File: config.mk
export PLATFORM = sky130hd
export DESIGN_NAME = usp_spi_port
export DESIGN_NICKNAME = d
export VERILOG_FILES = /design/src/usp_sync2.v /design/src/usp_rate_gen.v /design/src/usp_spi_port.v
export VERILOG_INCLUDE_DIRS = /design/src
export SDC_FILE = /design/constraint.sdc
export NUM_CORES = 1
export LEC_CHECK = 0
export BUFFER_PORTS_ARGS = -buffer_cell sky130_fd_sc_hd__buf_2
export CORE_ASPECT_RATIO = 0.5
export CORE_MARGIN = 2
export CORE_UTILIZATION = 35
export DETAILED_ROUTE_END_ITERATION = 12
export PLACE_DENSITY_LB_ADDON = 0.08
export SYNTH_ARGS = -nofsm -noshare
export SYNTH_HDL_FRONTEND = slang
export SYNTH_SLANG_ARGS = --single-unit
File: constraint.sdc
create_clock -name clk_i -period 5.4 [get_ports clk_i]
set_input_delay 0 -clock clk_i [delete_from_list [all_inputs] [get_ports clk_i]]
set_output_delay 0 -clock clk_i [all_outputs]
set_load 0.01 [all_outputs]
File: src/usp_consts.vh
// Constants for the serial port SPI block: offsets, fields, reset values, rates
`ifndef USP_CONSTS_VH
`define USP_CONSTS_VH

`define USP_ADDR_W 2
`define USP_OFS_MODE_CTRL 2'h0
`define USP_OFS_FORMAT 2'h1
`define USP_OFS_DATA 2'h2

`define USP_RST_MODE_CTRL 8'he0
`define USP_RST_FORMAT 8'h00
`define USP_RST_DATA 8'h00

`define USP_C0_MODE_HI 7
`define USP_C0_MODE_LO 5
`define USP_C0_PROTO 4
`define USP_C0_DEB_HI 3
`define USP_C0_DEB_LO 2
`define USP_C0_EN 1
`define USP_C0_ICF 0

`define USP_C2_SPARE_HI 7
`define USP_C2_SPARE_LO 6
`define USP_C2_CKPOLB 5
`define USP_C2_CKEG 4
`define USP_C2_MLS 3
`define USP_C2_CSEN 2
`define USP_C2_WCOL 1
`define USP_C2_TRF 0

`define USP_MODE_DIV4 3'h0
`define USP_MODE_DIV16 3'h1
`define USP_MODE_DIV64 3'h2
`define USP_MODE_SUB 3'h3
`define USP_MODE_TMR 3'h4
`define USP_MODE_SLAVE 3'h5
`define USP_MODE_I2C 3'h6
`define USP_MODE_UNUSED 3'h7

`define USP_HALF_DIV4 5'h01
`define USP_HALF_DIV16 5'h07
`define USP_HALF_DIV64 5'h1f
`define USP_LAST_EDGE 4'hf

`endif

File: src/usp_sync2.v
// Two-flop synchroniser for pin inputs
`timescale 1ns/1ps
module usp_sync2 #(
    parameter W = 3
) (
    input wire clk_i, // System clock
    input wire reset_n_i, // Async reset, active low
    input wire [W-1:0] async_i, // Asynchronous levels
    output wire [W-1:0] sync_o // Synchronised levels
);
    reg [W-1:0] meta_reg;
    reg [W-1:0] sync_reg;

    always @(posedge clk_i or negedge reset_n_i) begin
        if (!reset_n_i) begin
            meta_reg <= {W{1'b1}};
            sync_reg <= {W{1'b1}};
        end else begin
            meta_reg <= async_i;
            sync_reg <= meta_reg;
        end
    end

    assign sync_o = sync_reg;
endmodule // usp_sync2

File: src/usp_rate_gen.v
// Master bit-rate generator: one pulse per serial clock half period
`timescale 1ns/1ps
`include "usp_consts.vh"
module usp_rate_gen (
    input wire clk_i, // System clock
    input wire reset_n_i, // Async reset, active low
    input wire run_i, // Count while a master transfer runs
    input wire [2:0] mode_i, // Mode field
    input wire sub_tick_i, // Subsystem clock half-period pulse
    input wire tmr_match_i, // Timer period-match pulse
    output reg tick_o // Half-period pulse
);
    reg [4:0] cnt_reg;
    reg [4:0] half_lim;

    always @* begin
        case (mode_i)
            `USP_MODE_DIV4: half_lim = `USP_HALF_DIV4;
            `USP_MODE_DIV16: half_lim = `USP_HALF_DIV16;
            default: half_lim = `USP_HALF_DIV64;
        endcase
    end

    always @(posedge clk_i or negedge reset_n_i) begin
        if (!reset_n_i) begin
            cnt_reg <= 5'h00;
            tick_o <= 1'b0;
        end else if (!run_i) begin
            cnt_reg <= 5'h00;
            tick_o <= 1'b0;
        end else if (mode_i == `USP_MODE_SUB) begin
            tick_o <= sub_tick_i;
        end else if (mode_i == `USP_MODE_TMR) begin
            // Each match toggles the clock, giving half the match rate
            tick_o <= tmr_match_i;
        end else if (cnt_reg == half_lim) begin
            cnt_reg <= 5'h00;
            tick_o <= 1'b1;
        end else begin
            cnt_reg <= cnt_reg + 5'h01;
            tick_o <= 1'b0;
        end
    end
endmodule // usp_rate_gen

File: src/usp_spi_port.v
// SPI personality of the multi-protocol serial module
`timescale 1ns/1ps
`include "usp_consts.vh"
// Summary of operation
// - Mode 000-100 with protocol bit clear: master at fsys/4, /16, /64, sub clock, timer/2.
// - Bit 4 set selects UART; it must be zero for SPI.
// - Enable bit clear releases the pins and idles the block.
// - Raising enable leaves all control contents as they were.
// - Slave deselected mid-byte sets incomplete and completion flags.
// - Software setting the incomplete flag never sets completion.
// - Polarity bit zero idles the clock high, one idles it low.
// - Capture edge bit picks rising or falling capture per polarity.
// - Order bit zero sends LSB first, one MSB first.
// - Select-pin bit zero floats the select pin; one makes it active.
// - Data write during a transfer is dropped and sets sticky collision.
// - Completion flag clears at start, sets at end, software clears it.
// - One data register holds transmit byte before, received byte after.
// - Format and data registers only reachable when SPI mode is selected.
// - Two spare format bits store and read back.
// - Debounce bits are stored but do not affect SPI.
// - Master write starts full-duplex transfer; slave shifts on received clock.
// - Enabled with select on: input floats, output high (slave with edge bit set: first bit), clock idles or floats.
// - Slave with select-pin control off is always selected.
module usp_spi_port (
    input wire clk_i, // System clock, 100 MHz
    input wire reset_n_i, // Async reset, active low
    input wire [1:0] addr_i, // Register address
    input wire [7:0] wdata_i, // Write data
    input wire wr_i, // Write strobe
    input wire rd_i, // Read strobe
    output reg [7:0] rdata_o, // Read data, cycle after strobe
    input wire sub_tick_i, // Subsystem clock half-period pulse
    input wire tmr_match_i, // Timer period-match pulse
    input wire sck_i, // Serial clock pin in
    output reg sck_o, // Serial clock pin out
    output reg sck_oe_o, // Serial clock drive enable
    input wire sdi_i, // Serial input pin
    output reg sdo_o, // Serial output pin
    output reg sdo_oe_o, // Serial output drive enable
    input wire scs_n_i, // Slave select pin, active low
    output reg scs_pin_en_o, // Select pin in use
    output reg spi_active_o // Pins carry the SPI function
);
    localparam ST_IDLE = 3'b001;
    localparam ST_SHIFT = 3'b010;
    // Master waits here while its last capture crosses the synchroniser
    localparam ST_DRAIN = 3'b100;

    reg [7:0] c0_reg;
    reg [7:0] c2_reg;
    reg [7:0] data_reg;
    reg [7:0] shreg_reg;
    reg [2:0] state_reg;
    reg [7:0] rx_reg;
    reg [1:0] cap_dly_reg;
    reg [3:0] edge_reg;
    reg sck_prev_reg;
    reg [7:0] c0_next;
    reg [7:0] c2_next;
    reg [7:0] data_next;
    reg [7:0] shreg_next;
    reg [2:0] state_next;
    reg [7:0] rx_next;
    reg [1:0] cap_dly_next;
    reg [3:0] edge_next;
    reg sdo_next;
    reg sck_next;

    wire [2:0] pins_s;
    wire tick;
    wire sck_s = pins_s[2];
    wire sdi_s = pins_s[1];
    wire scs_n_s = pins_s[0];

    function f_is_spi;
        input [7:0] c0;
        begin
            f_is_spi = !c0[`USP_C0_PROTO] && (c0[`USP_C0_MODE_HI:`USP_C0_MODE_LO] <= `USP_MODE_SLAVE);
        end
    endfunction

    function f_is_master;
        input [7:0] c0;
        begin
            f_is_master = f_is_spi(c0) && (c0[`USP_C0_MODE_HI:`USP_C0_MODE_LO] <= `USP_MODE_TMR);
        end
    endfunction

    function f_txbit;
        input [7:0] d;
        input mls;
        begin
            f_txbit = mls ? d[7] : d[0];
        end
    endfunction

    wire spi_mode = f_is_spi(c0_reg);
    wire enabled = spi_mode && c0_reg[`USP_C0_EN];
    wire master = enabled && f_is_master(c0_reg);
    wire slave = enabled && !f_is_master(c0_reg);
    wire csen = c2_reg[`USP_C2_CSEN];
    wire ckeg = c2_reg[`USP_C2_CKEG];
    wire mls = c2_reg[`USP_C2_MLS];
    wire idle_lvl = !c2_reg[`USP_C2_CKPOLB];
    wire busy = (state_reg != ST_IDLE);
    wire shifting = (state_reg == ST_SHIFT);
    // Select pin ignored when its control bit is off
    wire selected = slave && (!csen || !scs_n_s);
    wire deselect = slave && csen && scs_n_s;
    wire m_edge = master && shifting && tick;
    // The external master makes every clock edge in slave mode
    wire s_edge = selected && (sck_s != sck_prev_reg);
    wire edge_evt = m_edge || s_edge;
    wire leading = !edge_reg[0];
    // Leading edge is capture when the edge bit is set, trailing otherwise
    wire sample = edge_evt && (leading == ckeg);
    wire drive = edge_evt && !sample;
    wire last = edge_evt && (edge_reg == `USP_LAST_EDGE);
    wire wr_c0 = wr_i && (addr_i == `USP_OFS_MODE_CTRL);
    wire wr_c2 = wr_i && (addr_i == `USP_OFS_FORMAT) && spi_mode;
    wire wr_dat = wr_i && (addr_i == `USP_OFS_DATA) && spi_mode;
    wire [7:0] shifted = mls ? {shreg_reg[6:0], sdi_s} : {sdi_s, shreg_reg[7:1]};
    // Master captures two cycles late: sdi needs that long through the synchroniser
    wire m_cap = cap_dly_reg[1];
    // Slave clock and data share the same lag, so it captures at once
    wire s_cap = s_edge && sample;
    wire rx_take = m_cap || s_cap;
    wire [7:0] rx_shift = mls ? {rx_reg[6:0], sdi_s} : {sdi_s, rx_reg[7:1]};

    usp_sync2 #(
        .W(3)
    ) u_sync (
        .clk_i(clk_i),
        .reset_n_i(reset_n_i),
        .async_i({sck_i, sdi_i, scs_n_i}),
        .sync_o(pins_s)
    );

    usp_rate_gen u_rate (
        .clk_i(clk_i),
        .reset_n_i(reset_n_i),
        .run_i(master && busy),
        .mode_i(c0_reg[`USP_C0_MODE_HI:`USP_C0_MODE_LO]),
        .sub_tick_i(sub_tick_i),
        .tmr_match_i(tmr_match_i),
        .tick_o(tick)
    );

    always @* begin
        c0_next = c0_reg;
        c2_next = c2_reg;
        data_next = data_reg;
        shreg_next = shreg_reg;
        state_next = state_reg;
        edge_next = edge_reg;
        sdo_next = sdo_o;
        sck_next = sck_o;
        rx_next = rx_reg;
        cap_dly_next = {cap_dly_reg[0], m_edge && sample};
        // Enable edge resets nothing: software must set controls up first
        if (wr_c0) begin
            c0_next = wdata_i;
        end
        if (wr_c2) begin
            c2_next = wdata_i;
        end
        if (wr_dat && busy) begin
            c2_next[`USP_C2_WCOL] = 1'b1;
        end
        if (rx_take) begin
            rx_next = rx_shift;
        end
        case (state_reg)
            ST_IDLE: begin
                edge_next = 4'h0;
                sck_next = idle_lvl;
                if (!enabled) begin
                    sdo_next = 1'b1;
                end else if (wr_dat) begin
                    data_next = wdata_i;
                    shreg_next = wdata_i;
                    // With trailing-edge capture the line holds until the first edge
                    sdo_next = ckeg ? f_txbit(wdata_i, mls) : 1'b1;
                    if (master) begin
                        state_next = ST_SHIFT;
                        c2_next[`USP_C2_TRF] = 1'b0;
                    end
                end else if (s_edge) begin
                    state_next = ST_SHIFT;
                    c2_next[`USP_C2_TRF] = 1'b0;
                    edge_next = 4'h1;
                    if (sample) begin
                        shreg_next = shifted;
                    end else begin
                        sdo_next = f_txbit(shreg_reg, mls);
                    end
                end else if (slave && ckeg) begin
                    sdo_next = f_txbit(shreg_reg, mls);
                end else begin
                    sdo_next = 1'b1;
                end
            end
            ST_SHIFT: begin
                if (!enabled) begin
                    state_next = ST_IDLE;
                    sdo_next = 1'b1;
                end else if (deselect) begin
                    state_next = ST_IDLE;
                    c0_next[`USP_C0_ICF] = 1'b1;
                    c2_next[`USP_C2_TRF] = 1'b1;
                    sdo_next = 1'b1;
                end else if (edge_evt) begin
                    edge_next = edge_reg + 4'h1;
                    if (master) begin
                        sck_next = !sck_o;
                    end
                    if (sample) begin
                        shreg_next = shifted;
                    end
                    if (drive && !last) begin
                        sdo_next = f_txbit(shreg_reg, mls);
                    end
                    if (last && master) begin
                        state_next = ST_DRAIN;
                    end else if (last) begin
                        state_next = ST_IDLE;
                        data_next = s_cap ? rx_shift : rx_reg;
                        c2_next[`USP_C2_TRF] = 1'b1;
                    end
                    // Hold the last bit through a capture edge; the far end samples it there
                    if (last && !sample) begin
                        sdo_next = 1'b1;
                    end
                end
            end
            ST_DRAIN: begin
                sdo_next = 1'b1;
                if (!enabled) begin
                    state_next = ST_IDLE;
                end else if (!cap_dly_reg[0]) begin
                    state_next = ST_IDLE;
                    data_next = m_cap ? rx_shift : rx_reg;
                    c2_next[`USP_C2_TRF] = 1'b1;
                end
            end
            default: begin
                state_next = ST_IDLE;
            end
        endcase
    end

    always @(posedge clk_i or negedge reset_n_i) begin
        if (!reset_n_i) begin
            c0_reg <= `USP_RST_MODE_CTRL;
            c2_reg <= `USP_RST_FORMAT;
            data_reg <= `USP_RST_DATA;
            shreg_reg <= `USP_RST_DATA;
            rx_reg <= `USP_RST_DATA;
            cap_dly_reg <= 2'h0;
            state_reg <= ST_IDLE;
            edge_reg <= 4'h0;
            sck_prev_reg <= 1'b1;
            sck_o <= 1'b1;
            sdo_o <= 1'b1;
            sck_oe_o <= 1'b0;
            sdo_oe_o <= 1'b0;
            scs_pin_en_o <= 1'b0;
            spi_active_o <= 1'b0;
            rdata_o <= 8'h00;
        end else begin
            c0_reg <= c0_next;
            c2_reg <= c2_next;
            data_reg <= data_next;
            shreg_reg <= shreg_next;
            rx_reg <= rx_next;
            cap_dly_reg <= cap_dly_next;
            state_reg <= state_next;
            edge_reg <= edge_next;
            sck_prev_reg <= sck_s;
            sck_o <= sck_next;
            sdo_o <= sdo_next;
            sck_oe_o <= master;
            sdo_oe_o <= enabled;
            scs_pin_en_o <= enabled && csen;
            spi_active_o <= enabled;
            if (rd_i) begin
                case (addr_i)
                    `USP_OFS_MODE_CTRL: rdata_o <= c0_reg;
                    `USP_OFS_FORMAT: rdata_o <= spi_mode ? c2_reg : 8'h00;
                    `USP_OFS_DATA: rdata_o <= spi_mode ? data_reg : 8'h00;
                    default: rdata_o <= 8'h00;
                endcase
            end else begin
                rdata_o <= 8'h00;
            end
        end
    end
endmodule // usp_spi_port

Word-level counts from Yosys, hierarchy flattened. Index checks and enable logic that the tools add are counted.

Add/sub/neg operators: 2. Order comparisons: 2. Eq/ne operators: 32. Muxes and demuxes: 91. Reduce and logical (&&, ||, !) cells: 52.

Operators by type and width (count): $mux 8 (23); $pmux 8 s3 (2); $mux 1 (40); $mux 3 (11); $logic_and 1x1->1 (28); $mux 5 (4); $ne 2x2->1 const B (10); $pmux 8 s2 (1); $mux 4 (3); $reduce_and 6->1 (2); $ne 5x2->1 const B (2); $pmux 5 s2 (1); $reduce_and 10->1 (1); $logic_not 1->1 (9); $ne 3x3->1 const B (3); $pmux 3 s3 (1); $pmux 4 s2 (1); $reduce_and 4->1 (2); $eq 3x1->1 const B (2); $eq 3x2->1 const B (2); $eq 3x3->1 const B (2); $le 3x3->1 const B (2); $pmux 1 s3 (2); $add 5x1->5 const B (1); 20 further kinds (24).

Flip-flop bits (word level): 75. Input bits: 19. Output and inout port bits: 14. Logic and storage cells: 201.

Depth between registers and ports, before layout. Gate-level depths: netlist of run 1.

Depth in word-level cells: 18. Gate-level depth with buffers: 8. Mapped depth without buffers: 7.

Hierarchy. Synthesis of run 1 repeated with hierarchy kept, for this count alone.

Cell total of the unflattened synthesis: 392. Area total of the unflattened synthesis: 4121.5 um^2.

By module, submodules not included: usp_spi_port (times used 1, cells an instance 342, area each 3512.1 um^2, seq. area each 1585.3 um^2); usp_rate_gen (times used 1, cells an instance 44, area each 451.7 um^2, seq. area each 150.1 um^2); usp_sync2 (times used 1, cells an instance 6, area each 157.7 um^2, seq. area each 157.7 um^2).

Least setup slack after synthesis of run 1. OpenSTA, ideal clock, no wires.

Path kind: flip-flop to flip-flop. Start point: register c0_reg[5]. End point: register sdo_o. Setup time: 0.082 ns. Arrival: 1.940 ns. Data required time: 5.318 ns. Setup slack: 3.378 ns. Cell stages (with the launch flop): 8. Path buffers: 1. Period minus slack after synthesis: 2.022 ns. Cell sequence: dfstp_2 -> buf_4 -> and3b_1 -> nand4_2 -> nor2_8 -> a21oi_1 -> o32ai_1 -> mux2_2.

Cells in the longest elaborated chain, start to end: 16. Elaborated cells between the ends (all ways): 37. Classes of those cells: order compare: 2; eq/ne: 3; mux: 9; reduce/logical: 23.

RTL lines: start: declaration (RTL line usp_spi_port.v:49) `reg [7:0] c0_reg;`; start signal: assignment (RTL line usp_spi_port.v:254) `` c0_reg <= `USP_RST_MODE_CTRL; ``; start signal: assignment (RTL line usp_spi_port.v:271) `c0_reg <= c0_next;`; $le 3x3->1 (no line); $logic_and 1x1->1 (RTL line usp_spi_port.v:78) `` f_is_spi = !c0[`USP_C0_PROTO] && (c0[`USP_C0_MODE_HI:`USP_C0_MODE_LO] <= `USP_MODE_SLAVE); ``; $logic_and 1x1->1 (RTL line usp_spi_port.v:85) `` f_is_master = f_is_spi(c0) && (c0[`USP_C0_MODE_HI:`USP_C0_MODE_LO] <= `USP_MODE_TMR); ``; $logic_not 1->1 (RTL line usp_spi_port.v:100) `wire slave = enabled && !f_is_master(c0_reg);`; $logic_and 1x1->1 (RTL line usp_spi_port.v:100); $logic_and 1x1->1 (RTL line usp_spi_port.v:108) `wire selected = slave && (!csen || !scs_n_s);`; $logic_and 1x1->1 (RTL line usp_spi_port.v:112) `wire s_edge = selected && (sck_s != sck_prev_reg);`; $logic_or 1x1->1 (RTL line usp_spi_port.v:113) `wire edge_evt = m_edge || s_edge;`; $logic_and 1x1->1 (RTL line usp_spi_port.v:116) `wire sample = edge_evt && (leading == ckeg);`; $logic_not 1->1 (RTL line usp_spi_port.v:117, usp_spi_port.v:231); $logic_and 1x1->1 (RTL line usp_spi_port.v:231) `if (last && !sample) begin`; $mux 1 (RTL line usp_spi_port.v:231); $mux 1 (RTL line usp_spi_port.v:212) `end else if (edge_evt) begin`; $mux 1 (RTL line usp_spi_port.v:207) `end else if (deselect) begin`; $mux 1 (RTL line usp_spi_port.v:204) `if (!enabled) begin`; $pmux 1 s3 (RTL line usp_spi_port.v:173) `case (state_reg)`; end signal: assignment (RTL line usp_spi_port.v:281) `sdo_o <= sdo_next;`; end: declaration (RTL line usp_spi_port.v:38) `output reg sdo_o,`.

Several ways; a longest one is shown, not always the timed one. The select of a mux whose other input is x is not followed. A chain may end at the register's enable or synchronous reset.

Worst setup path after layout of run 1.
Start point: register c0_reg[1]. End point: register data_reg[2].

Cells in the longest elaborated chain, start to end: 14. Elaborated cells between the ends (all ways): 29. Classes of those cells: eq/ne: 7; mux: 7; reduce/logical: 15.

RTL lines: $logic_and 1x1->1 * (RTL line usp_spi_port.v:98) `` wire enabled = spi_mode && c0_reg[`USP_C0_EN]; ``; $logic_and 1x1->1, on equally long branches (RTL line usp_spi_port.v:99, usp_spi_port.v:100); $logic_and 1x1->1, on equally long branches (RTL line usp_spi_port.v:110, usp_spi_port.v:108); $logic_and 1x1->1, on equally long branches (RTL line usp_spi_port.v:110, usp_spi_port.v:112); $logic_or 1x1->1 (RTL line usp_spi_port.v:113); $logic_and 1x1->1 (RTL line usp_spi_port.v:116); $logic_and 1x1->1 (RTL line usp_spi_port.v:126) `wire s_cap = s_edge && sample;`; $mux 8 (RTL line usp_spi_port.v:227) `data_next = s_cap ? rx_shift : rx_reg;`; $mux 8 (RTL line usp_spi_port.v:225) `end else if (last) begin`; $mux 8 (RTL line usp_spi_port.v:223) `if (last && master) begin`; $mux 8 (RTL line usp_spi_port.v:212); $mux 8 (RTL line usp_spi_port.v:207); $mux 8 (RTL line usp_spi_port.v:204); $pmux 8 s3 (RTL line usp_spi_port.v:173); end signal: assignment (RTL line usp_spi_port.v:256) `` data_reg <= `USP_RST_DATA; ``; end signal: assignment (RTL line usp_spi_port.v:273) `data_reg <= data_next;`; end: declaration (RTL line usp_spi_port.v:51) `reg [7:0] data_reg;`.

Mark *: on every way between the ends. The rest lies on a longest branch, timed or not. The select of a mux whose other input is x is not followed.

==> results of run 1 <==
[timing repair]
item | in CTS | in global routing
resized for setup | 0 | 0
endpoints found under the hold margin | 74 | 0
hold buffers | 9 | 0
[path summary, 6_finish.rpt]
check	endpoint	slack (ns)	from	cells past startpoint
max	data_reg[2]	2.94	c0_reg[1]	6
max in group asynchronous	c0_reg[4]	4.41	reset_n_i	2
max reg2reg	data_reg[2]	2.94	c0_reg[1]	6
min in group asynchronous	rx_reg[3]	0.36	reset_n_i	2
min reg2reg	u_sync.sync_o[1]	0.36	u_sync.meta_reg[1]	0
min	c0_reg[0]	0.01	wdata_i[0]	3
[placed cells by master, fill, tap and decap left out, types with 2 or more instances in the layout]
cell	Yosys	final
a21oi_1	24	24
dlygate4sd3_1	0	9
a22o_1	11	11
mux2_1	8	8
nand2b_1	3	3
nand2_1	37	37
buf_2	5	31
clkbuf_1	7	4
nand3_1	8	8
and3b_1	2	2
dfrtp_1	62	62
nor3b_2	2	2
nor3_1	4	4
and3_1	4	4
inv_1	3	3
ha_1	2	2
o221ai_1	8	8
mux2i_1	30	30
nor2_1	27	27
o21ai_0	6	6
o22ai_1	2	2
clkinvlp_4	0	2
nor2b_1	15	15
xor2_1	4	4
mux2_2	32	32
dfstp_2	13	13
xnor2_1	4	4
and2_1	2	2
a21oi_2	2	2
or4_1	2	2
o31ai_1	2	2
nand4_1	3	3
clkbuf_16	0	9
o21ai_1	12	12
[kinds of logic after synthesis]
group | share of synthesized area
adder cells (fa/ha/maj) | 0.005998
AND/OR/NAND/NOR | 0.1656
multiplexers | 0.1800
AO/OA/AOI/OAI | 0.1512
flip-flops | 0.4538
buffers and inverters | 0.02670
XOR/XNOR | 0.01679
[metrics by stage]
step                      power [uW]  worst slack (ns)  cell area (um2)
after global placement          1398             3.020             4444
after detailed placement        1405             3.001             4444
after global routing            2087             2.796             4803
final                           1964             2.939             4803
after CTS                       1980             2.984             4803
after floorplan                 1236             3.378             4172
[layout make-up]
cell class / count / area (um2) / area share
Inverter: 4 / 15.01 / 0.003126
Multi-Input combinational cell: 291 / 2167 / 0.4512
Sequential cell: 75 / 1893 / 0.3941
Clock inverter: 2 / 15.01 / 0.003126
Tap cell: 165 / 206.4 / 0.04298
Timing Repair Buffer: 41 / 252.7 / 0.05262
Clock buffer: 14 / 254.0 / 0.05288
[per-layer routing]
layer | vias to the layer above | GRT usage | part of all wire
met3 | 9 | 0.04909 | 0.040
met4 | 0 | 0.05225 | 0.011
met5 | - | 0 | 0
met2 | 63 | 0.2826 | 0.43
li1 | 1486 | - | -
met1 | 1543 | 0.2700 | 0.52
[critical path, cell delays in order, from the launching register on]
cell and delay (ns):
dfrtp_1 0.42, nor2b_1 0.56, nand4_2 0.28, nor2_8 0.34
mux2i_1 0.26, o221ai_1 0.15, mux2_1 0.32
[power by group through the flow]
stage | combinational (uW) | clock, uW | sequential, uW
floorplan | 455 | 0 | 781
global placement | 545 | 0 | 853
detailed placement | 549 | 0 | 857
CTS | 557 | 573 | 850
global route | 618 | 597 | 873
finish | 555 | 557 | 852
==> reports/qor.txt, run 1 <==
Avg Cell Area, Syn - 10.72 um2
area grow syn2layout - 15.15%
status - complete, no violations
Die X - 158.4 um
estimated wirelength of the detail-placed design - 7.892 mm
total wire length - 11.20 mm
worst-path maximum fanout - 10
CP endpoint kind - register
Initial Util - 0.3565
LEAKAGE - 0.002023 uW
CTS root buffer - clkbuf_16
vias in the first global route - 3209
Pre-antenna DRT Iters - 4
PwrDens - 408.9 nW/um2
post-synth top area share - 0.3719
Worst Setup Start Kind - register
port bufs - 32
WL/cell - 18.91 um
Worst EP required - 5.62 ns
Final Cycle Share - 0.4558
Synth cell types - 69
Max VDD drop - 0.1550 mV
die height - 81.20 um
pins over their slew limit - 0
WHS - 0.01248 ns
Fin Setup TNS - 0 ns
io pins - 33
Rows - 28
yosys warns - 0
Core ar. - 11700 um2
MaxCap Viol Count - 0
Commonest cells post-synth - dfrtp_1 (62), nand2_1 (37), mux2_2 (32), mux2i_1 (30), nor2_1 (27)
H-tree depth - 3
largest net degree at the start of global routing - 76
Synth Register Bits - 75
net count after synthesis - 410
Yosys top cell by area - dfrtp_1
sw power - 688.6 uW
Gate Count Post-Synth - 389
Comb pwr share - 0.283
CTS Buffer Depth - 2
critical path start-end classification - register to register
power share of the clock group - 0.283
final setup vio count - 0
Slew headroom - 0.3467
initial antenna violation count - 0
number of remaining DRC errors - 0
Post-Synthesis Cell Area - 4172 um2
Overflow after GRT - 0
HP Class - primary input to register
TritonCTS clock tree - built
GRT Total Usage - 0.1888
CTS buffer count - 9
Post CTS Setup Buffer Count - 0
dominant cells by area after synthesis - dfrtp_1 (37%), mux2_2 (8.6%), dfstp_2 (8.2%)
EDFF count, synth - 0
Crit path arrival time - 2.68 ns
vias - 3101
Internal - 1276 uW
DRT antenna net count - 0
clock transition at the registers of the reported paths - 0.06 ns
Antenna Cells - 0
DRT iter0 DRCs - 192
sequential area share after synthesis - 0.4538
first-pass GRT wire length - 18.02 mm
Least-Margin Pin Slew - 0.9800 ns
clock sink count - 75
Total Nets Final - 443
fillers - 1162
RSZ-0062 raised after global routing - false
Final Util - 0.4105
dpl cells - 567
die area - 12860 um2
Sw Share - 0.3506
Primary FF master, synth - dfrtp_1
worst skew pair latency - 0.34 ns
layout cells sized above 1 - 0.2646
count leader, synth - dfrtp_1
share of power burned in registers - 0.434
vias per std cell - 5.238
fin cells - 592
Async SR Flop Fraction - 1.000
placer congestion estimate - 0.8565
fin crit period - 2.461 ns
Fin Clk Skew - 0.01001 ns
fmax - 0.4063 GHz
final hold vios - 0
No activity file was read; power rests on OpenSTA's default activity.
==> run 2: changes to the inputs <==
- ABC_AREA: unset -> 1
- clock period: 5.4 -> 2.5 ns (I/O delays scaled with it)
==> run 2 against run 1 <==
  * Worst hold slack gained 0.0050 ns
  * Utilization grew 1.6 points
  * Synthesized cell count grew 52%
  * Via count grew 26%
  * Sequential power grew 100%
  * Sequential share of layout area shrank 2.2 points
  * First-iteration DRC count grew 31%
  * Global-route usage grew 0.82 points
  * Synthesized area grew 4.2%
  * Clock skew shrank 0.0027 ns
  * Cell count grew 36%
  * Register-to-register slack lost 2.3 ns
==> reports/qor.txt, run 2 <==
clock transition at the registers of the reported paths - 0.06 ns (about the same)
Register-to-Register Setup Slack - 0.61 ns (was 2.94 ns)
Initial Util - 0.3637 (was 0.3565)
LEAKAGE - 0.002571 uW (was 0.002023 uW)
die height - 82.79 um (was 81.20 um)
WL/cell - 15.24 um (was 18.91 um)
GRT Total Usage - 0.1970 (was 0.1888)
max incr delay on CP - 0.62 ns (was 0.56 ns)
Antenna Cells - 0 (unchanged)
Total Nets Final - 657 (was 443)
Yosys top cell by area - dfrtp_1 (unchanged)
Tot Pwr - 4556 uW (was 1964 uW)
count leader, synth - nand2_1 (was dfrtp_1)
Overflow after GRT - 0 (unchanged)
Avg Cell Area, Syn - 7.365 um2 (was 10.72 um2)
die area - 13380 um2 (was 12860 um2)
TritonCTS clock tree - built (unchanged)
MaxCap Viol Count - 0 (unchanged)
CTS resizes - 0 (unchanged)
worst skew pair latency - 0.34 ns (about the same)
DP Area - 4697 um2 (was 4444 um2)
Crit path buffers/inverters - 2 (was 0)
number of remaining DRC errors - 0 (unchanged)
commonest cells after routing, fill and taps aside - nand2_1 (169), inv_1 (78), nand3_1 (71) (was dfrtp_1 (62), nand2_1 (37), mux2_2 (32))
CP Launch Point - c0_reg[7] (was c0_reg[1])
EDFF count, synth - 0 (unchanged)
Fin Clk Skew - 0.007260 ns (was 0.01001 ns)
initial antenna violation count - 0 (unchanged)
Primary FF master, synth - dfrtp_1 (unchanged)
Pre-antenna DRT Iters - 5 (was 4)
critical path start-end classification - register to register (unchanged)
largest net degree at the start of global routing - 75 (was 76)
Die X - 161.6 um (was 158.4 um)
min-delay src - wdata_i[6] (was wdata_i[0])
Async SR Flop Fraction - 1.000 (unchanged)
Core ar. - 11950 um2 (was 11700 um2)
net count after synthesis - 611 (was 410)
Rows - 28 (unchanged)
CTS Buffer Depth - 2 (unchanged)
Hold Path Stages - 5 (was 3)
Worst EP required - 2.75 ns (was 5.62 ns)
DRT antenna net count - 0 (unchanged)
fmax - 0.5281 GHz (was 0.4063 GHz)
H-tree depth - 3 (unchanged)
Least-Margin Pin Slew - 0.9760 ns (was 0.9800 ns)
yosys warns - 0 (unchanged)
CP endpoint kind - register (unchanged)
clock sink count - 75 (unchanged)
Synth cell types - 37 (was 69)
cells on worst reg2reg path - 7 (was 6)
Fin Setup TNS - 0 ns (unchanged)
FF-to-FF End - rx_reg[7] (was data_reg[2])
final setup vio count - 0 (unchanged)
final hold vios - 0 (unchanged)
Final Cell Area - 5090 um2 (was 4803 um2)
first-pass GRT wire length - 20.00 mm (was 18.02 mm)
worst-path maximum fanout - 13 (was 10)
commonest non-fill, non-tap cell in the layout - nand2_1 (was dfrtp_1)
reg2reg start - c0_reg[7] (was c0_reg[1])
Worst Hold End - shreg_reg[6] (was c0_reg[0])
total wire length - 12.28 mm (was 11.20 mm)
Post-Synthesis Cell Area - 4345 um2 (was 4172 um2)
fin crit period - 1.893 ns (was 2.461 ns)
port bufs - 32 (unchanged)
vias - 3921 (was 3101)
CP Cell Sequence - o21ai_2, nor2_4, buf_4, nand3_4, nand2_2, inv_1, a21oi_1 (was nor2b_1, nand4_2, nor2_8, mux2i_1, o221ai_1, mux2_1)
estimated wirelength of the detail-placed design - 8.829 mm (was 7.892 mm)
RSZ-0062 raised after global routing - false (unchanged)
Synth Register Bits - 75 (unchanged)
post-synth top area share - 0.3570 (was 0.3719)
status - complete, no violations (unchanged)
PwrDens - 895.0 nW/um2 (was 408.9 nW/um2)
CTS buffer count - 9 (unchanged)
CTS root buffer - clkbuf_16 (unchanged)
vias per std cell - 4.865 (was 5.238)
pins over their slew limit - 0 (unchanged)
sequential area share after synthesis - 0.4356 (was 0.4538)
Worst Setup Start Kind - register (unchanged)
Slew headroom - 0.3493 (was 0.3467)
Final Cycle Share - 0.7574 (was 0.4558)
io pins - 33 (unchanged)
CP max stage cell - dfstp_2 (was nor2b_1)
Commonest cells post-synth - nand2_1 (169), inv_1 (78), nand3_1 (71), dfrtp_1 (62), o21ai_0 (54) (was dfrtp_1 (62), nand2_1 (37), mux2_2 (32), mux2i_1 (30), nor2_1 (27))
area grow syn2layout - 17.13% (was 15.15%)
dominant cells by area after synthesis - dfrtp_1 (36%), nand2_1 (15%), nand3_1 (8.2%) (was dfrtp_1 (37%), mux2_2 (8.6%), dfstp_2 (8.2%))
HP Class - primary input to register (unchanged)
Crit path arrival time - 2.15 ns (was 2.68 ns)
Largest delay share family, worst path - flip-flops (was simple AND/OR/NAND/NOR gates)
DRT iter0 DRCs - 252 (was 192)
Gate Count Post-Synth - 590 (was 389)
placer congestion estimate - 0.8918 (was 0.8565)
vias in the first global route - 3657 (was 3209)
Max VDD drop - 0.3288 mV (was 0.1550 mV)
layout cells sized above 1 - 0.1498 (was 0.2646)
run 2: cell types whose count changed in the layout (fill, tap and decap cells not counted), sizes merged, moves of 10 or more:
cell	change
nand2	+140
inv	+77
nand3	+67
mux2	-40
o21ai	+38
mux2i	-30
nor2b	-15
nor2	+14
buf	+12
a22o	-11
a21oi	-10
run 2: worst reg2reg max path, cell delays in order (launching register included):
cell and delay (ns):
dfstp_2 0.62, o21ai_2 0.16, nor2_4 0.15, buf_4 0.20, nand3_4 0.17, nand2_2 0.26
inv_1 0.10, a21oi_1 0.16
run 2: power breakdown:
| group | total [uW] | internal [uW] | switching [uW] |
|---|---|---|---|
| combinational | 1550 | 506 | 1040 |
| clock | 1310 | 779 | 528 |
| sequential | 1700 | 1500 | 201 |
| total | 4560 | 2790 | 1770 |
run 2: worst max path at each step:
stage / slack [ns] / depth (start not counted) / end
final: 0.61 / 7 / rx_reg[7]
after global routing: 0.43 / 8 / shreg_reg[5]
after CTS: 0.61 / 10 / data_reg[3]
after detailed placement: 0.64 / 8 / state_reg[1]
after global placement: 0.61 / 10 / data_reg[0]
after floorplan: 0.90 / 13 / shreg_reg[0]
run 2: cell type report:
cell class,count,area [um2]
timing repair buffer,54,352.8
tap,165,206.4
clock buffer,11,232.7
sequential,75,1893
inverter,79,296.5
clock inverter,5,60.06
fill,1266,6857
multi-input combinational,417,2048
run 2: routing by layer:
layer | global-route usage | share of wire | up-vias
li1 | - | - | 1999
met1 | 0.2989 | 0.54 | 1803
met2 | 0.2850 | 0.39 | 108
met3 | 0.04173 | 0.061 | 11
met4 | 0.04464 | 0.0093 | 0
met5 | 0 | 0 | -
run 2: per-stage QoR:
step / setup WS [ns] / utilization / hold WS (ns) / instances
2_1_floorplan: 0.8969 / - / -0.2956 / 590
3_3_place_gp: 0.6142 / 0.3932 / 0.1056 / 780
3_5_place_dp: 0.6361 / 0.3932 / 0.1061 / 780
4_1_cts: 0.6104 / 0.4261 / 0.005790 / 806
5_1_grt: 0.4254 / 0.4261 / 0.02723 / 806
6_report: 0.6065 / 0.4261 / 0.01747 / 806
run 2: kinds of logic (layout without fill, tap and decap cells):
| logic type | count (synthesis) | in the layout | share of synthesized area |
|---|---|---|---|
| AOI/OAI and AO/OA | 96 | 96 | 0.1215 |
| xor gates and xnor gates | 6 | 6 | 0.01382 |
| adders and majority gates | 2 | 2 | 0.005758 |
| buffers and inverters | 98 | 149 | 0.09300 |
| DFF | 75 | 75 | 0.4356 |
| and+or+nand+nor | 313 | 313 | 0.3303 |
run 2: timing repair:
action | CTS | global route
setup buffers | 0 | 0
endpoints found under the setup margin | 0 | 0
endpoints found under the hold margin | 72 | 0
hold buffers | 10 | 0
==> run 3: changes to the inputs <==
- clock period: 2.5 -> 1.83 ns (I/O delays scaled with it)
==> run 3 against run 2 <==
  * First-iteration DRC count increased by 21%
  * Sequential power is 38% higher
  * Register-to-register slack got worse by 0.50 ns
  * Routed wire length grew 4.4%
  * Clock power is 50% higher
  * Critical endpoint is now data_reg[4]
  * Largest power group is now combinational cells
==> reports/qor.txt, run 3 (synthesized netlist as in run 2, its figures left out) <==
Die X - 161.6 um (unchanged)
commonest non-fill, non-tap cell in the layout - nand2_1 (unchanged)
die area - 13380 um2 (unchanged)
estimated wirelength of the detail-placed design - 9.152 mm (was 8.829 mm)
worst-path maximum fanout - 8 (was 13)
io pins - 33 (unchanged)
TritonCTS clock tree - built (unchanged)
Antenna Cells - 0 (unchanged)
Sw Share - 0.3783 (was 0.3885)
Internal - 4301 uW (was 2786 uW)
vias per std cell - 4.851 (was 4.865)
Hold Path Stages - 5 (unchanged)
MaxCap Viol Count - 0 (unchanged)
fin cells - 838 (was 806)
Crit path arrival time - 2.00 ns (was 2.15 ns)
fillers - 1234 (was 1266)
placer congestion estimate - 0.9410 (was 0.8918)
FF-to-FF End - data_reg[4] (was rx_reg[7])
Final Cell Area - 5530 um2 (was 5090 um2)
vias in the first global route - 3747 (was 3657)
Fin Setup TNS - 0 ns (unchanged)
layout cells sized above 1 - 0.2155 (was 0.1498)
H-tree depth - 3 (unchanged)
number of remaining DRC errors - 0 (unchanged)
Core ar. - 11950 um2 (unchanged)
Slew headroom - 0.5864 (was 0.3493)
DRT antenna net count - 0 (unchanged)
Register-to-Register Setup Slack - 0.10 ns (was 0.61 ns)
CTS root buffer - clkbuf_16 (unchanged)
Final Cycle Share - 0.9428 (was 0.7574)
Pre-antenna DRT Iters - 5 (unchanged)
Worst EP required - 2.11 ns (was 2.75 ns)
total wire length - 12.82 mm (was 12.28 mm)
sw power - 2617 uW (was 1770 uW)
critical path start-end classification - register to register (unchanged)
share of power burned in registers - 0.338 (was 0.373)
port bufs - 32 (unchanged)
final hold vios - 0 (unchanged)
DP Area - 4865 um2 (was 4697 um2)
Max VDD drop - 0.4371 mV (was 0.3288 mV)
CP endpoint kind - register (unchanged)
DRT iter0 DRCs - 305 (was 252)
Initial Util - 0.3637 (unchanged)
fmax - 0.5796 GHz (was 0.5281 GHz)
HP Class - primary input to register (unchanged)
dpl cells - 799 (was 780)
Overflow after GRT - 0 (unchanged)
final setup vio count - 0 (unchanged)
fin crit period - 1.725 ns (was 1.893 ns)
area grow syn2layout - 27.27% (was 17.13%)
Final Util - 0.4629 (was 0.4261)
WL/cell - 15.30 um (was 15.24 um)
Tot Pwr - 6918 uW (was 4556 uW)
initial antenna violation count - 0 (unchanged)
clock sink count - 75 (unchanged)
PwrDens - 1251 nW/um2 (was 895.0 nW/um2)
first-pass GRT wire length - 20.18 mm (was 20.00 mm)
Worst Hold End - shreg_reg[6] (unchanged)
Least-Margin Pin Slew - 0.6181 ns (was 0.9760 ns)
CTS Buffer Depth - 2 (unchanged)
power share of the clock group - 0.284 (was 0.287)
CTS buffer count - 9 (unchanged)
status - complete, no violations (unchanged)
min-delay src - wdata_i[6] (unchanged)
worst skew pair latency - 0.34 ns (about the same)
vias - 4065 (was 3921)
Fin Clk Skew - 0.005036 ns (was 0.007260 ns)
die height - 82.79 um (unchanged)
Worst Setup Start Kind - register (unchanged)
LEAKAGE - 0.002777 uW (was 0.002571 uW)
clock transition at the registers of the reported paths - 0.06 ns (about the same)
pins over their slew limit - 0 (unchanged)
Total Nets Final - 689 (was 657)
Rows - 28 (unchanged)
cells on worst reg2reg path - 9 (was 7)
GRT Total Usage - 0.1997 (was 0.1970)
Comb pwr share - 0.379 (was 0.339)
largest net degree at the start of global routing - 40 (was 75)
commonest cells after routing, fill and taps aside - nand2_1 (165), inv_1 (77), nand3_1 (68) (was nand2_1 (169), inv_1 (78), nand3_1 (71))
reg2reg start - state_reg[0] (was c0_reg[7])
[run 3: changes by cell type in the layout (fill, tap and decap cells not counted), moves of 2 or more]
cell and change:
buf_12 +5, buf_4 +23, buf_6 +2, nand2_1 -4
nand2_4 +3, nand3_1 -3, nand3_2 +4, nor2_1 -5
nor2_4 +4, o21ai_0 -3, o21ai_1 +3
[run 3: layout make-up]
| cell class | count | area, um2 | area share |
|---|---|---|---|
| multi-input combinational | 419 | 2155 | 0.3896 |
| sequential | 75 | 1894 | 0.3425 |
| timing repair buffer | 84 | 648.1 | 0.1172 |
| inverter | 79 | 299.0 | 0.05407 |
| clock buffer | 11 | 242.7 | 0.04389 |
| tap | 165 | 206.4 | 0.03733 |
| clock inverter | 5 | 85.08 | 0.01538 |
[run 3: worst max-delay path by stage]
stage / startpoint / end / slack [ns] / cells after the start
global route: state_reg[2] / data_reg[3] / -0.03 / 11
global placement: u_sync.sync_o[2] / shreg_reg[7] / 0.07 / 11
finish: state_reg[0] / data_reg[4] / 0.10 / 9
floorplan: c0_reg[7] / shreg_reg[0] / 0.23 / 13
CTS: u_sync.sync_o[2] / shreg_reg[1] / 0.02 / 11
detailed placement: u_sync.sync_o[2] / shreg_reg[4] / 0.04 / 11
[run 3: repair_timing]
action / CTS / global route
setup buffers: 0 / 11
gates resized for setup: 0 / 30
setup endpoints to repair: 0 / 31
endpoints found under the hold margin: 76 / 0
hold buffers: 10 / 0
[run 3: critical path, stage by stage, from the launching register on]
cell,delay [ns]
dfstp_2,0.55
inv_1,0.08
nand3_2,0.13
inv_1,0.11
buf_4,0.17
nand3_4,0.15
inv_1,0.09
nor2_4,0.19
nand3_1,0.12
nand2_1,0.07
[run 3: power groups by stage]
stage	Clock [uW]	Sequential, uW	Combinational (uW)
finish	1960	2340	2620
global route	2080	2390	2950
CTS	2010	2330	2250
detailed placement	0	2350	2230
global placement	0	2360	2220
floorplan	0	2280	1540
[run 3: metal layers]
layer / up-vias / GRT usage / wire length (um)
met2: 107 / 0.2880 / 5147
met5: - / 0 / 0
met4: 0 / 0.05089 / 120
met3: 13 / 0.03825 / 697
met1: 1873 / 0.3039 / 6856
li1: 2072 / - / -
[run 3: metrics by stage]
step	hold WS (ns)	setup WS [ns]
floorplan	-0.2956	0.2269
global placement	-0.1303	0.06516
detailed placement	-0.1293	0.03818
CTS	0.006537	0.02409
global route	0.05276	-0.02758
finish	0.005272	0.1046
